**config.mk**
```make
export PLATFORM = sky130hd
export DESIGN_NAME = scuwp_device_flat
export DESIGN_NICKNAME = d
export VERILOG_FILES = /design/src/include/scuwp_pkg.sv /design/src/include/scuwp_if.sv /design/src/hw/scuwp_device.sv /design/src/flat_wrapper.sv
export VERILOG_INCLUDE_DIRS = /design/src /design/src/include
export SDC_FILE = /design/constraint.sdc
export NUM_CORES = 1
export LEC_CHECK = 0
export ABC_AREA = 0
export BUFFER_PORTS_ARGS = -buffer_cell sky130_fd_sc_hd__buf_2
export CAP_MARGIN = 20
export CORE_ASPECT_RATIO = 1.2
export CORE_MARGIN = 5
export CORE_UTILIZATION = 59
export CTS_BUF_LIST = sky130_fd_sc_hd__clkbuf_8
export DETAILED_ROUTE_END_ITERATION = 10
export PLACE_DENSITY = 0.88
export SLEW_MARGIN = 20
export SYNTH_ARGS = -nofsm -noshare
export SYNTH_HDL_FRONTEND = slang
export SYNTH_SLANG_ARGS = --single-unit
```
**constraint.sdc**
```tcl
create_clock -name clk_sys -period 8.16 [get_ports clk_sys]
set_input_delay 0.816 -clock clk_sys [delete_from_list [all_inputs] [get_ports clk_sys]]
set_output_delay 0.816 -clock clk_sys [all_outputs]
set_load 0.01 [all_outputs]
```
**src/include/scuwp_consts.svh**
```systemverilog
/*
 * Constants of the system control write protection and peripheral
 * visibility block: register addresses, field positions, reset values and
 * command patterns. Assumes a 16-bit register port driven by the core.
 */
`ifndef SCUWP_CONSTS_SVH
`define SCUWP_CONSTS_SVH

// Register addresses on the core register port
`define SCUWP_ADDR_VIS 16'hf024
`define SCUWP_ADDR_CMD 16'hf0c0
`define SCUWP_ADDR_STAT 16'hf0c2
`define SCUWP_ADDR_CFG1 16'hf1dc
`define SCUWP_ADDR_CFG2 16'hf1d0
`define SCUWP_ADDR_CFG3 16'hf1d4

// Reset values
`define SCUWP_VIS_RST 16'h0000
`define SCUWP_CFG_RST 16'h0000
`define SCUWP_PWD_RST 8'h00
`define SCUWP_ZERO16 16'h0000

// Visibility bits software may set
`define SCUWP_VIS_WMASK 16'h0020
`define SCUWP_VIS_TERM_BIT 5

// Security level codes
`define SCUWP_SL_UNPROT 2'h0
`define SCUWP_SL_LOW 2'h1
`define SCUWP_SL_RSVD 2'h2
`define SCUWP_SL_WPROT 2'h3

// Command patterns
`define SCUWP_CMD0_WORD 16'haaaa
`define SCUWP_CMD1_WORD 16'h5554
`define SCUWP_CMD2_HI 8'h96
`define SCUWP_UNLOCK_HI 8'h8e

// Command 3 layout: zeros, level, zeros, password
`define SCUWP_C3_Z1_MSB 15
`define SCUWP_C3_Z1_LSB 13
`define SCUWP_C3_SL_MSB 12
`define SCUWP_C3_SL_LSB 11
`define SCUWP_C3_Z2_MSB 10
`define SCUWP_C3_Z2_LSB 8
`define SCUWP_C3_ZERO3 3'h0

// Status register layout
`define SCUWP_ST_PWD_LSB 0
`define SCUWP_ST_SL_LSB 8
`define SCUWP_ST_STATE_LSB 12

// State codes shown in the status register
`define SCUWP_STC_CMD0 3'h0
`define SCUWP_STC_CMD1 3'h1
`define SCUWP_STC_CMD2 3'h2
`define SCUWP_STC_CMD3 3'h3
`define SCUWP_STC_UNLOCK 3'h4

`endif

```
**src/include/scuwp_pkg.sv**
```systemverilog
/*
 * Types shared by both ends of the write protection block.
 * Assumes scuwp_consts.svh supplies all numeric constants.
 */
package scuwp_pkg;

    typedef enum logic [2:0] {
        SEQ_CMD0,
        SEQ_CMD1,
        SEQ_CMD2,
        SEQ_CMD3,
        SEQ_UNLOCKED
    } scuwp_seq_t;

    typedef enum logic [1:0] {
        OP_READ,
        OP_WRITE,
        OP_SET_LEVEL,
        OP_END_INIT
    } scuwp_op_t;

    typedef enum logic [2:0] {
        H_IDLE,
        H_STAT_RD,
        H_STAT_WAIT,
        H_WRITE,
        H_READ_WAIT,
        H_DONE
    } scuwp_host_t;

endpackage

```
**src/include/scuwp_if.sv**
```systemverilog
/*
 * Register port between the on-chip core (host end) and the system control
 * unit (device end). Both ends run on the same clk_sys; no clocking block.
 */
`timescale 1ns/10ps
interface scuwp_if;
    logic [15:0] core_addr;
    logic [15:0] core_wdata;
    logic core_wr;
    logic core_rd;
    logic [15:0] core_rdata;
    logic core_rvalid;
    logic end_of_init;
    logic [15:0] periph_visible;

    modport dev (
        input core_addr,
        input core_wdata,
        input core_wr,
        input core_rd,
        input end_of_init,
        output core_rdata,
        output core_rvalid,
        output periph_visible
    );

    modport host (
        output core_addr,
        output core_wdata,
        output core_wr,
        output core_rd,
        output end_of_init,
        input core_rdata,
        input core_rvalid,
        input periph_visible
    );
endinterface

```
**src/hw/scuwp_device.sv**
```systemverilog
/*
 * System control unit end: peripheral visibility register, security level
 * state machine and the three write-protected system configuration
 * registers. Assumes a core that issues one-cycle read/write strobes on a
 * 16-bit register port, and a one-cycle end_of_init pulse.
 */
`timescale 1ns/10ps
`include "scuwp_consts.svh"

module scuwp_device (
    // Clock and reset
    input wire logic clk_sys,
    input wire logic rst,
    // Core register port
    scuwp_if.dev core,
    // System side
    output logic [15:0] sys_cfg1,
    output logic [15:0] sys_cfg2,
    output logic [15:0] sys_cfg3,
    output logic [1:0] security_level,
    output logic [2:0] cmd_state
);

    scuwp_pkg::scuwp_seq_t st_q;
    logic [1:0] level_q;
    logic [7:0] pwd_q;
    logic [15:0] vis_q;
    logic [15:0] cfg1_q;
    logic [15:0] cfg2_q;
    logic [15:0] cfg3_q;
    logic [15:0] rdata_q;
    logic [15:0] rdata_d;
    logic rvalid_q;
    logic prot_ok;
    logic cmd_wr;
    logic [2:0] st_code;
    logic [2:0] cmd_state_q;

    function automatic logic [2:0] state_code(input scuwp_pkg::scuwp_seq_t s);
        logic [2:0] c;
        c = `SCUWP_STC_CMD0;
        case (s)
            scuwp_pkg::SEQ_CMD1: c = `SCUWP_STC_CMD1;
            scuwp_pkg::SEQ_CMD2: c = `SCUWP_STC_CMD2;
            scuwp_pkg::SEQ_CMD3: c = `SCUWP_STC_CMD3;
            scuwp_pkg::SEQ_UNLOCKED: c = `SCUWP_STC_UNLOCK;
            default: c = `SCUWP_STC_CMD0;
        endcase
        return c;
    endfunction

    function automatic logic [15:0] pwd_word(input logic [7:0] hi, input logic [7:0] pwd);
        return {hi, ~pwd};
    endfunction

    assign st_code = state_code(st_q);
    assign cmd_wr = core.core_wr && (core.core_addr == `SCUWP_ADDR_CMD);

    // Write permission for the protectable configuration registers
    always_comb begin
        case (level_q)
            `SCUWP_SL_UNPROT: prot_ok = 1'b1;
            `SCUWP_SL_LOW: prot_ok = (st_q == scuwp_pkg::SEQ_UNLOCKED);
            default: prot_ok = 1'b0;
        endcase
    end

    // Security level state machine; reads never reach it
    always_ff @(posedge clk_sys or posedge rst) begin
        if (rst) begin
            st_q <= scuwp_pkg::SEQ_CMD0;
            level_q <= `SCUWP_SL_UNPROT;
            pwd_q <= `SCUWP_PWD_RST;
        end else if (core.end_of_init) begin
            level_q <= `SCUWP_SL_WPROT;
            st_q <= scuwp_pkg::SEQ_CMD0;
        end else if (cmd_wr) begin
            case (st_q)
                scuwp_pkg::SEQ_CMD0: begin
                    if (core.core_wdata == `SCUWP_CMD0_WORD) begin
                        st_q <= scuwp_pkg::SEQ_CMD1;
                    end else if (level_q == `SCUWP_SL_LOW &&
                                 core.core_wdata == pwd_word(`SCUWP_UNLOCK_HI, pwd_q)) begin
                        st_q <= scuwp_pkg::SEQ_UNLOCKED;
                    end else begin
                        st_q <= scuwp_pkg::SEQ_CMD0;
                    end
                end
                scuwp_pkg::SEQ_CMD1: begin
                    if (core.core_wdata == `SCUWP_CMD1_WORD) begin
                        st_q <= scuwp_pkg::SEQ_CMD2;
                    end else begin
                        st_q <= scuwp_pkg::SEQ_CMD0;
                    end
                end
                scuwp_pkg::SEQ_CMD2: begin
                    if (core.core_wdata == pwd_word(`SCUWP_CMD2_HI, pwd_q)) begin
                        st_q <= scuwp_pkg::SEQ_CMD3;
                    end else begin
                        st_q <= scuwp_pkg::SEQ_CMD0;
                    end
                end
                scuwp_pkg::SEQ_CMD3: begin
                    // Reserved level code or nonzero filler bits reject the command
                    if (core.core_wdata[`SCUWP_C3_Z1_MSB:`SCUWP_C3_Z1_LSB] == `SCUWP_C3_ZERO3 &&
                        core.core_wdata[`SCUWP_C3_Z2_MSB:`SCUWP_C3_Z2_LSB] == `SCUWP_C3_ZERO3 &&
                        core.core_wdata[`SCUWP_C3_SL_MSB:`SCUWP_C3_SL_LSB] != `SCUWP_SL_RSVD) begin
                        level_q <= core.core_wdata[`SCUWP_C3_SL_MSB:`SCUWP_C3_SL_LSB];
                        pwd_q <= core.core_wdata[7:0];
                    end
                    st_q <= scuwp_pkg::SEQ_CMD0;
                end
                default: begin
                    st_q <= scuwp_pkg::SEQ_CMD0;
                end
            endcase
        end else if (core.core_wr && st_q == scuwp_pkg::SEQ_UNLOCKED) begin
            st_q <= scuwp_pkg::SEQ_CMD0;
        end
    end

    // Peripheral visibility register, not protectable
    always_ff @(posedge clk_sys or posedge rst) begin
        if (rst) begin
            vis_q <= `SCUWP_VIS_RST;
        end else if (core.core_wr && core.core_addr == `SCUWP_ADDR_VIS) begin
            vis_q <= core.core_wdata;
        end
    end

    // Protectable system configuration registers
    always_ff @(posedge clk_sys or posedge rst) begin
        if (rst) begin
            cfg1_q <= `SCUWP_CFG_RST;
            cfg2_q <= `SCUWP_CFG_RST;
            cfg3_q <= `SCUWP_CFG_RST;
        end else if (core.core_wr && prot_ok && !core.end_of_init) begin
            if (core.core_addr == `SCUWP_ADDR_CFG1) begin
                cfg1_q <= core.core_wdata;
            end else if (core.core_addr == `SCUWP_ADDR_CFG2) begin
                cfg2_q <= core.core_wdata;
            end else if (core.core_addr == `SCUWP_ADDR_CFG3) begin
                cfg3_q <= core.core_wdata;
            end
        end
    end

    // Read decode; the status register is read-only and writes to it are dropped
    always_comb begin
        rdata_d = `SCUWP_ZERO16;
        if (core.core_addr == `SCUWP_ADDR_VIS) begin
            rdata_d = vis_q;
        end else if (core.core_addr == `SCUWP_ADDR_STAT) begin
            rdata_d[`SCUWP_ST_PWD_LSB +: 8] = pwd_q;
            rdata_d[`SCUWP_ST_SL_LSB +: 2] = level_q;
            rdata_d[`SCUWP_ST_STATE_LSB +: 3] = st_code;
        end else if (core.core_addr == `SCUWP_ADDR_CFG1) begin
            rdata_d = cfg1_q;
        end else if (core.core_addr == `SCUWP_ADDR_CFG2) begin
            rdata_d = cfg2_q;
        end else if (core.core_addr == `SCUWP_ADDR_CFG3) begin
            rdata_d = cfg3_q;
        end
    end

    always_ff @(posedge clk_sys or posedge rst) begin
        if (rst) begin
            rdata_q <= `SCUWP_ZERO16;
            rvalid_q <= 1'b0;
        end else begin
            rvalid_q <= core.core_rd;
            if (core.core_rd) begin
                rdata_q <= rdata_d;
            end
        end
    end

    // Registered copy of the state code for the output pin
    always_ff @(posedge clk_sys or posedge rst) begin
        if (rst) begin
            cmd_state_q <= `SCUWP_STC_CMD0;
        end else begin
            cmd_state_q <= st_code;
        end
    end

    assign core.core_rdata = rdata_q;
    assign core.core_rvalid = rvalid_q;
    // Each enable gates one peripheral; bit five is the terminal bus module
    assign core.periph_visible = vis_q;
    assign sys_cfg1 = cfg1_q;
    assign sys_cfg2 = cfg2_q;
    assign sys_cfg3 = cfg3_q;
    assign security_level = level_q;
    assign cmd_state = cmd_state_q;

endmodule

```
**src/flat_wrapper.sv**
```systemverilog
// flat-port wrapper written by rule: the top's interface ports become plain ports
module scuwp_device_flat 
  (clk_sys, rst, sys_cfg1, sys_cfg2, sys_cfg3, security_level, cmd_state, core_core_addr, core_core_wdata, core_core_wr, core_core_rd, core_end_of_init, core_core_rdata, core_core_rvalid, core_periph_visible);
  scuwp_if core_i ();
  input wire logic clk_sys;
  input wire logic rst;
  output logic [15:0] sys_cfg1;
  output logic [15:0] sys_cfg2;
  output logic [15:0] sys_cfg3;
  output logic [1:0] security_level;
  output logic [2:0] cmd_state;
  input wire logic [$bits(core_i.core_addr)-1:0] core_core_addr;
  input wire logic [$bits(core_i.core_wdata)-1:0] core_core_wdata;
  input wire logic [$bits(core_i.core_wr)-1:0] core_core_wr;
  input wire logic [$bits(core_i.core_rd)-1:0] core_core_rd;
  input wire logic [$bits(core_i.end_of_init)-1:0] core_end_of_init;
  output wire logic [$bits(core_i.core_rdata)-1:0] core_core_rdata;
  output wire logic [$bits(core_i.core_rvalid)-1:0] core_core_rvalid;
  output wire logic [$bits(core_i.periph_visible)-1:0] core_periph_visible;
  assign core_i.core_addr = core_core_addr;
  assign core_i.core_wdata = core_core_wdata;
  assign core_i.core_wr = core_core_wr;
  assign core_i.core_rd = core_core_rd;
  assign core_i.end_of_init = core_end_of_init;
  assign core_core_rdata = core_i.core_rdata;
  assign core_core_rvalid = core_i.core_rvalid;
  assign core_periph_visible = core_i.periph_visible;
  scuwp_device u_core (.clk_sys(clk_sys), .rst(rst), .core(core_i), .sys_cfg1(sys_cfg1), .sys_cfg2(sys_cfg2), .sys_cfg3(sys_cfg3), .security_level(security_level), .cmd_state(cmd_state));
endmodule
```
# Yosys cells after proc, flatten, opt, wreduce, memory -nomap -nowiden
# Index checks and enable logic that the tools add are counted.
[totals] reg_bits=97 in_bits=37 wordCells=74
[classes] eq_ne=16 muxes=22 bitwise_logic=4 reduce_logical=22
[op_table] cell="16-bit equality test (second input constant)" n=7
[op_table] cell="16-bit two-way mux" n=4
[op_table] cell="16-bit equality test" n=2
[op_table] cell="3-bit two-way mux" n=6
[op_table] cell="16-bit by 15-bit equality test with 1-bit output (second input constant)" n=1
[op_table] cell="2-bit two-way mux" n=7
[op_table] cell="3-bit one-hot mux with 4 select lines" n=1
[op_table] cell="10-bit two-way mux" n=1
[op_table] cell="3-bit logical NOT" n=3
[op_table] cell="3-bit one-hot mux with 3 select lines" n=1
[op_table] cell="1-bit logical AND" n=8
[op_table] cell="8-bit NOT" n=1
[op_table] cell="4-bit AND reduction" n=2
[op_table] cell="3-bit by 2-bit equality test with 1-bit output (second input constant)" n=2
[op_table] cell="3-bit AND reduction" n=2
[op_table] cell="2-bit nonzero test" n=3
[op_table] cell="3-bit by 1-bit equality test with 1-bit output (second input constant)" n=1
[op_table] cell="3-bit equality test (second input constant)" n=1
[op_table] cell="1-bit NOT" n=3
[op_table] cell="3-bit nonzero test" n=1
[op_table] cell="2-bit by 1-bit equality test with 1-bit output (second input constant)" n=1
[op_table] cell="2-bit logical NOT" n=1
[op_table] cell="2-bit != test (second input constant)" n=1
[op_table] cell="1-bit one-hot mux with 2 select lines" n=1
[op_table] cell="3 further kinds" n=3

# Depth between registers and ports, before layout
# Gate-level depths: netlist (run 1).
[depth] word_depth=8 ltp_mapped=7

# Worst setup path after synthesis (run 1)
# OpenSTA, ideal clock, no wires.
[synth_path] path_kind="input to register" start="input core_core_addr[11]" end="register u_core.cfg3_q[0], in the netlist u_core.sys_cfg3[0]" setup_ns=0.125 arrival_ns=2.436 t_required_ns=8.035 slack_ns=5.599 cell_stages=6 path_buffers=2 path_cell_list="nor4_4 > nand4_2 > or4b_1 > buf_6 > buf_12 > mux2_4"
[synth_via] elab_chain_cells=3 elab_cells_between_ends=6
[synth_lines] item="start, declared" line_no="flat_wrapper.sv:12" rtl="input wire logic [$bits(core_i.core_addr)-1:0] core_core_addr;"
[synth_lines] item="16-bit equality test (no line)"
[synth_lines] item="1-bit NOT (no line)"
[synth_lines] item="4-bit AND reduction (no line) (*)"
[synth_lines] item="end signal, assigned" line_no="scuwp_device.sv:136" rtl="cfg3_q <= `SCUWP_CFG_RST;"
[synth_lines] item="end signal, assigned" line_no="scuwp_device.sv:143" rtl="cfg3_q <= core.core_wdata;"
[synth_lines] item="end, declared" line_no="scuwp_device.sv:30" rtl="logic [15:0] cfg3_q;"
# Mark *: on every way between the ends. The rest lies on a longest branch, timed or not.
# A chain may end at the register's enable or synchronous reset.

# Worst setup path after layout (run 1)
[layout_path] start="input core_core_addr[2]" end="register u_core.rdata_q[1], in the netlist u_core.core.core_rdata[1]"
[layout_via] elab_chain_cells=6 elab_cells_between_ends=10
[layout_lines] item="16-bit equality test (no line)"
[layout_lines] item="16-bit two-way mux" line_no="scuwp_device.sv:161" rtl="end else if (core.core_addr == `SCUWP_ADDR_CFG3) begin"
[layout_lines] item="16-bit two-way mux" line_no="scuwp_device.sv:159" rtl="end else if (core.core_addr == `SCUWP_ADDR_CFG2) begin"
[layout_lines] item="16-bit two-way mux" line_no="scuwp_device.sv:157" rtl="end else if (core.core_addr == `SCUWP_ADDR_CFG1) begin"
[layout_lines] item="10-bit two-way mux" line_no="scuwp_device.sv:153" rtl="end else if (core.core_addr == `SCUWP_ADDR_STAT) begin"
[layout_lines] item="16-bit two-way mux (*)" line_no="scuwp_device.sv:151" rtl="if (core.core_addr == `SCUWP_ADDR_VIS) begin"
[layout_lines] item="end signal, assigned" line_no="scuwp_device.sv:168" rtl="rdata_q <= `SCUWP_ZERO16;"
[layout_lines] item="end signal, assigned" line_no="scuwp_device.sv:173" rtl="rdata_q <= rdata_d;"
[layout_lines] item="end, declared" line_no="scuwp_device.sv:31" rtl="logic [15:0] rdata_q;"
# Marks and branches as above.

==> results of run 1 <==
==> power by group through the flow <==
stage | logic, W | clock network [W] | registers [W]
after CTS | 0.0000664 | 0.000313 | 0.000488
final | 0.0000659 | 0.000307 | 0.000489
after global routing | 0.0000725 | 0.000333 | 0.000489
after detailed placement | 0.0000659 | 0 | 0.000498
after floorplan | 0.0000296 | 0 | 0.000500
after global placement | 0.0000639 | 0 | 0.000498
==> registers in the layout, summed over array words and instances (netlist names) <==
register                    cells
u_core.core.periph_visible     16
u_core.st_q                     3
u_core.core.core_rvalid         1
u_core.pwd_q                    8
u_core.security_level           2
u_core.sys_cfg1                16
u_core.core.core_rdata         16
u_core.cmd_state                3
u_core.sys_cfg3                16
u_core.sys_cfg2                16
==> cell type report <==
class	count	share of cell area
Clock buffer	13	0.0321
Clock inverter	3	0.00382
Inverter	3	0.00224
Multi-Input combinational cell	239	0.390
Sequential cell	97	0.435
Tap cell	92	0.0206
Timing Repair Buffer	126	0.116
==> critical path, stage by stage <==
cell and delay (ns):
buf_2 0.50, nor4bb_1 0.43, nand4_1 0.61, o211ai_1 0.55, buf_4 0.28, a221oi_1 0.07
a21oi_1 0.16
==> Yosys cell counts, drive strengths merged (2+ instances only) <==
cell type,number,area (um2)
nor3,7,50.1
nor4b,3,26.3
or4,2,15.0
nor3b,2,26.3
nor4bb,3,30.0
o221ai,13,114
a211o,2,17.5
mux2,88,1030
nand3,4,32.5
a211oi,2,15.0
dfrtp,97,2430
a21oi,18,90.1
nor2,9,33.8
inv,3,11.3
nand4,7,50.1
a221oi,13,114
buf,7,57.6
mux2i,2,20.0
clkbuf,10,38.8
a222oi,3,30.0
nor4,9,92.6
xnor2,8,70.1
or4b,2,20.0
nand2,8,30.0
nand2b,16,100
nor2b,6,40.0
nand4b,3,26.3
==> metal layers <==
layer | share of wire | wire [um]
met2 | 0.51 | 6280
met3 | 0.088 | 1090
met1 | 0.38 | 4720
met4 | 0.022 | 267
met5 | 0 | 0
==> worst max path at each step <==
stage	slack (ns)	from	end	cells after the start
floorplan	4.81	rst	u_core.cmd_state[0]	1
global route	4.80	core_core_addr[2]	u_core.core.core_rdata[1]	7
detailed placement	4.72	core_core_addr[2]	u_core.core.core_rdata[3]	7
CTS	5.06	core_core_addr[2]	u_core.core.core_rdata[1]	7
finish	5.00	core_core_addr[2]	u_core.core.core_rdata[1]	7
global placement	4.70	core_core_addr[2]	u_core.core.core_rdata[12]	6
==> cells by family after synthesis <==
family,after synthesis,share of synthesized area
AO/OA/AOI/OAI,53,0.0852
XOR/XNOR,8,0.0150
buffers and inverters,20,0.0230
flip-flops,97,0.518
multiplexers,90,0.224
AND/OR/NAND/NOR,88,0.135
==> layout by cell type, fill, tap and decap left out, drive strengths merged, types with 2 or more instances in the layout <==
cell type  Yosys  final
clkbuf        10     13
nor4b          3      3
or4b           2      2
nor4bb         3      3
nand2b        16     16
inv            3      3
buf            7    126
nand4b         3      3
nor3b          2      2
nor3           7      7
a211oi         2      2
nor2b          6      6
clkinv         0      2
o221ai        13     13
mux2i          2      2
or4            2      2
nand2          8      8
a21oi         18     18
nand4          7      7
nor2           9      9
a221oi        13     13
a211o          2      2
xnor2          8      8
dfrtp         97     97
nand3          4      4
nor4           9      9
a222oi         3      3
mux2          88     88
==> through the flow <==
step | utilization | total power, W
final | 0.723 | 0.000862
after global routing | 0.723 | 0.000894
after CTS | 0.722 | 0.000868
after detailed placement | 0.696 | 0.000564
after global placement | 0.693 | 0.000562
after floorplan | - | 0.000530
==> key figures, run 1 <==
Placement
  – Placed insts: 556
  – Area after DPL: 5360 um2
  – DP Wirelength: 8.62 mm
  – I/O Buffers: 122
  – Place WS: approximately 4.7 ns
  – Placer Congestion: 0.898

Global route
  – Global-route wire length before repair: roughly 20 mm
  – GRT Total Usage: 0.260
  – Met1 Usage GRT: 0.325
  – Gr busiest metal: met2
  – Met2 Use GR: 0.432
  – Met3 usage: 0.0594
  – Vias in the first global route: 3917
  – Total gr overflow: 0
  – Initial antenna violation count: 0
  – Largest net degree at the start of global routing: 58

Final layout
  – Final std cells w/o fill: 573
  – Multi-input logic area: 2180 um2
  – Post-route cell area: 5580 um2
  – Post-layout nets: 513
  – Antenna cells: 0
  – Layout area overhead: 19.0%
  – Fillcell total: 547
  – Reg area: 2430 um2
  – Layout cell share with drive strength beyond 1: 0.514

Synth
  – EDFF count, synth: 0
  – Ys async rst share: 1.00
  – Synthesized cell area: 4680 um2
  – Mapped Cells: 356
  – Post-synth top flop: dfrtp_1
  – Ys Warns: 0
  – Sequential-to-total area share from yosys stat: 0.518
  – Syn avg cell area: 13.2 um2
  – Seq cells post-synth: 97
  – Syn Nets: 393
  – Synth unique cells: 50

Floorplan
  – Num rows: 35
  – CORE AREA: 7710 um2
  – IO Pins: 123
  – Die width: a little over 90 um
  – Die area: 9830 um2
  – Die Span Y: 108 um
  – Initial core utilization: 0.608

Setup path
  – Worst path required time: 8.43 ns
  – R2r endpoint: u_core.sys_cfg3[3]
  – Crit path capture type: register
  – Max Fanout on Critical Path: 23
  – Reg2reg setup slack: approximately 5.5 ns
  – R2R cell count: 4
  – Critical Path AT: 3.44 ns
  – Setup CP Type: input port to register
  – Worst setup SP type: input port
  – FF-to-FF Start: u_core.st_q[0]

STA
  – RSZ-0062 raised after global routing: false
  – Setup TNS: 0 ns
  – Setup-failing EPs final: 0
  – Fmax: 316 MHz
  – Fin crit share: 0.387
  – Final hold slack: around 0.53 ns
  – Fin crit period: 3.16 ns
  – Final Skew: 0.0134 ns
  – Final worst setup slack: around 5.0 ns
  – Hold violation total from the final report: 0
  – Slew Limit Fails: 0
  – Worst slew pin tran: about 1.1 ns
  – Slew HR: 0.234

Drt
  – Post-DRT Antenna Nets: 0
  – Wire per inst: ~22 um
  – Pre-antenna DRT Iters: 7
  – WL final: 12.4 mm
  – Vias: ~3700
  – DR DRC count: 0
  – Initial DRC count: 288
  – Mean number of vias per cell: 6.42

Clock network
  – CTS Buf Count: 9
  – Clk slew on worst S/H paths: 0.09 ns
  – Postcts setup bufs: 0
  – TritonCTS clock tree: done
  – CTS-repair resized insts: 0
  – Root Buffer: clkbuf_8
  – Clock Latency Late Sink: 0.36 ns
  – # H-tree levels: 3
  – CTS Buffer Depth: 2
  – Hold Buf Count CTS: 0
  – TritonCTS Sinks: between 90 and 100

Hold path
  – Hold/Removal Path Class: register to register
  – Hold Path Sink: u_core.sys_cfg3[13]
  – Hold Crit Depth: 1
  – Worst hold start: u_core.sys_cfg3[13]

Flow run
  – Max-cap viol count: 0

Power
  – Internal power: 0.000653 W
  – Static Leakage: 2.90 nW
  – Comb power frac: 0.076
  – P_sw: 0.000209 W
  – Clock share of power: 0.357
  – Maximum VDD drop: 110 uV
  – Reg power frac: 0.567
  – Cell Pwr Density: roughly 150 nW/um2
  – Sw frac: 0.242

Run status
  – Status: finished, final reports clean
Note: power is estimated with default switching activity, not from simulation.
==> inputs of run 2 (changes only) <==
CORE_UTILIZATION = 55   (was 59)
PLACE_DENSITY = 0.83   (was 0.88)
clock period = 3.14 ns   (was 8.16 ns; I/O delays follow)
==> run 2 against run 1 <==
Against the previous run: power rose to 2.8 times the previous value; combinational power rose to 2.6 times the previous value; clock skew shrank 0.0032 ns; critical endpoint is now u_core.sys_cfg2[11].
==> key figures, run 2 (same netlist as run 1, synthesis figures left out) <==
Run status
  – Status: finished, final reports clean

Final layout
  – Antenna cells: 0 (unchanged)
  – Most common cell after layout, fill and taps aside: buf_2
  – Post-route cell area: 5680 um2 (+1.8%)
  – Most frequent cells in the layout: 122 x buf_2, 97 x dfrtp_1, 78 x mux2_2
  – Fillcell total: 633 (+16%)
  – Layout area overhead: 21.2%
  – Post-layout nets: 520 (+1.4%)
  – Layout cell share with drive strength beyond 1: 0.517 (+0.00394)
  – Finished Core Util: 0.670 (-0.0535)

Drt
  – Initial DRC count: 234 (-19%)
  – Vias: 3700 (+0.65%)
  – Mean number of vias per cell: 6.13 (-4.5%)
  – DR DRC count: 0 (unchanged)
  – Post-DRT Antenna Nets: 0 (unchanged)
  – Pre-antenna DRT Iters: 5 (-2)
  – Wire per inst: 21.5 um (-0.38%)
  – WL final: 13.0 mm (+5.0%)

STA
  – Worst slew pin tran: 0.845 ns (-0.304 ns)
  – RSZ-0062 raised after global routing: false
  – Final worst setup slack: 0.867 ns (-4.13 ns)
  – Setup TNS: 0 ns (unchanged)
  – Setup-failing EPs final: 0 (unchanged)
  – Final Skew: 0.0101 ns (-0.00321 ns)
  – Fmax: about 440 MHz
  – Slew HR: 0.436 (+0.202)
  – Fin crit share: 0.724
  – Fin crit period: about 2.3 ns
  – Slew Limit Fails: 0 (unchanged)
  – Hold violation total from the final report: 0 (unchanged)

Setup path
  – FF-to-FF Start: u_core.st_q[0]
  – Critical Path AT: 2.52 ns (-0.92 ns)
  – Reg2reg setup slack: 0.87 ns (-4.67 ns)
  – Setup CP Type: register to register
  – R2r endpoint: u_core.sys_cfg2[11]
  – Worst setup SP type: register
  – Worst path required time: 3.39 ns (-5.04 ns)
  – Crit path capture type: register
  – R2R cell count: 5 (+1)
  – Max Fanout on Critical Path: 11 (-52%)

Clock network
  – TritonCTS clock tree: done
  – Postcts setup bufs: 0 (unchanged)
  – Root Buffer: clkbuf_8
  – CTS Buffer Depth: 2 (unchanged)
  – CTS-repair resized insts: 0 (unchanged)
  – # H-tree levels: 3 (unchanged)
  – Hold Buf Count CTS: 0 (unchanged)
  – CTS Buf Count: 9 (unchanged)
  – TritonCTS Sinks: 97 (unchanged)
  – Clock Latency Late Sink: 0.36 ns (about the same)
  – Clk slew on worst S/H paths: 0.09 ns (about the same)

Floorplan
  – CORE AREA: 8470 um2 (+9.9%)
  – Initial core utilization: 0.553 (-0.0548)
  – IO Pins: 123 (unchanged)
  – Die Span Y: 111 um (+3.2%)
  – Die area: 10500 um2 (+6.5%)
  – Die width: 94.2 um (+3.2%)
  – Num rows: 37 (+5.7%)

Placement
  – DP Wirelength: 8.87 mm (+2.8%)
  – Area after DPL: 5440 um2 (+1.5%)
  – I/O Buffers: 122 (unchanged)
  – Place WS: 0.615 ns (-4.10 ns)
  – Placer Congestion: 0.905 (+0.79%)

Power
  – Maximum VDD drop: 390 uV (+250%)
  – Static Leakage: 2.92 nW (+0.74%)
  – Cell Pwr Density: 421 nW/um2 (+170%)

Global route
  – Largest net degree at the start of global routing: 51 (-12%)
  – Vias in the first global route: 3858 (-1.5%)
  – GRT Total Usage: 0.253 (-0.00734)
  – Global-route wire length before repair: 20.4 mm (+0.27%)
  – Total gr overflow: 0 (unchanged)
  – Initial antenna violation count: 0 (unchanged)

Flow run
  – Max-cap viol count: 0 (unchanged)

Hold path
  – Hold/Removal Path Class: input port to asynchronous set/reset pin
==> run 2: metrics by stage <==
step	total power (W)	hold WS [ns]	cells
4_1_cts	0.00240	0.116	604
3_5_place_dp	0.00147	0.513	589
5_1_grt	0.00246	0.155	604
6_report	0.00239	0.0813	604
2_1_floorplan	0.00138	0.345	356
3_3_place_gp	0.00146	0.499	589
==> run 2: per-layer routing <==
layer	track usage	up-vias	share of wire
li1	-	1615	-
met1	0.322	1857	0.39
met2	0.408	184	0.49
met3	0.0360	44	0.075
met4	0.145	0	0.045
met5	0	-	0
==> run 2: critical path, cell delays in order (launching register included) <==
cell     delay [ns]
dfrtp_1        0.48
nor3b_4        0.32
nor2b_2        0.11
nor4_4         0.53
buf_4          0.35
mux2_2         0.37
==> run 2: layout make-up <==
| class | instances | area [um2] | share of cell area |
|---|---|---|---|
| Clock inverter | 6 | 109 | 0.0192 |
| Sequential cell | 97 | 2430 | 0.428 |
| Timing Repair Buffer | 133 | 693 | 0.122 |
| Inverter | 3 | 12.5 | 0.00220 |
| Multi-Input combinational cell | 239 | 2160 | 0.381 |
| Tap cell | 117 | 146 | 0.0258 |
| Clock buffer | 9 | 124 | 0.0218 |
==> run 2: how the worst max path moves through the flow <==
stage                                   from                  end  slack, ns  cells after the start
after floorplan                          rst  u_core.cmd_state[0]       0.29                      1
after global placement    core_core_addr[11]      u_core.pwd_q[6]       0.66                      5
after detailed placement  core_core_addr[11]      u_core.pwd_q[0]       0.62                      5
after CTS                     u_core.st_q[0]  u_core.sys_cfg2[11]       0.86                      5
after global routing          u_core.st_q[0]  u_core.sys_cfg2[11]       0.78                      5
final                         u_core.st_q[0]  u_core.sys_cfg2[11]       0.87                      5
==> run 2: where the power goes <==
part | internal [W] | switching (W)
registers | 0.00126 | 0.00000785
logic | 0.0000609 | 0.000113
clock network | 0.000522 | 0.000425
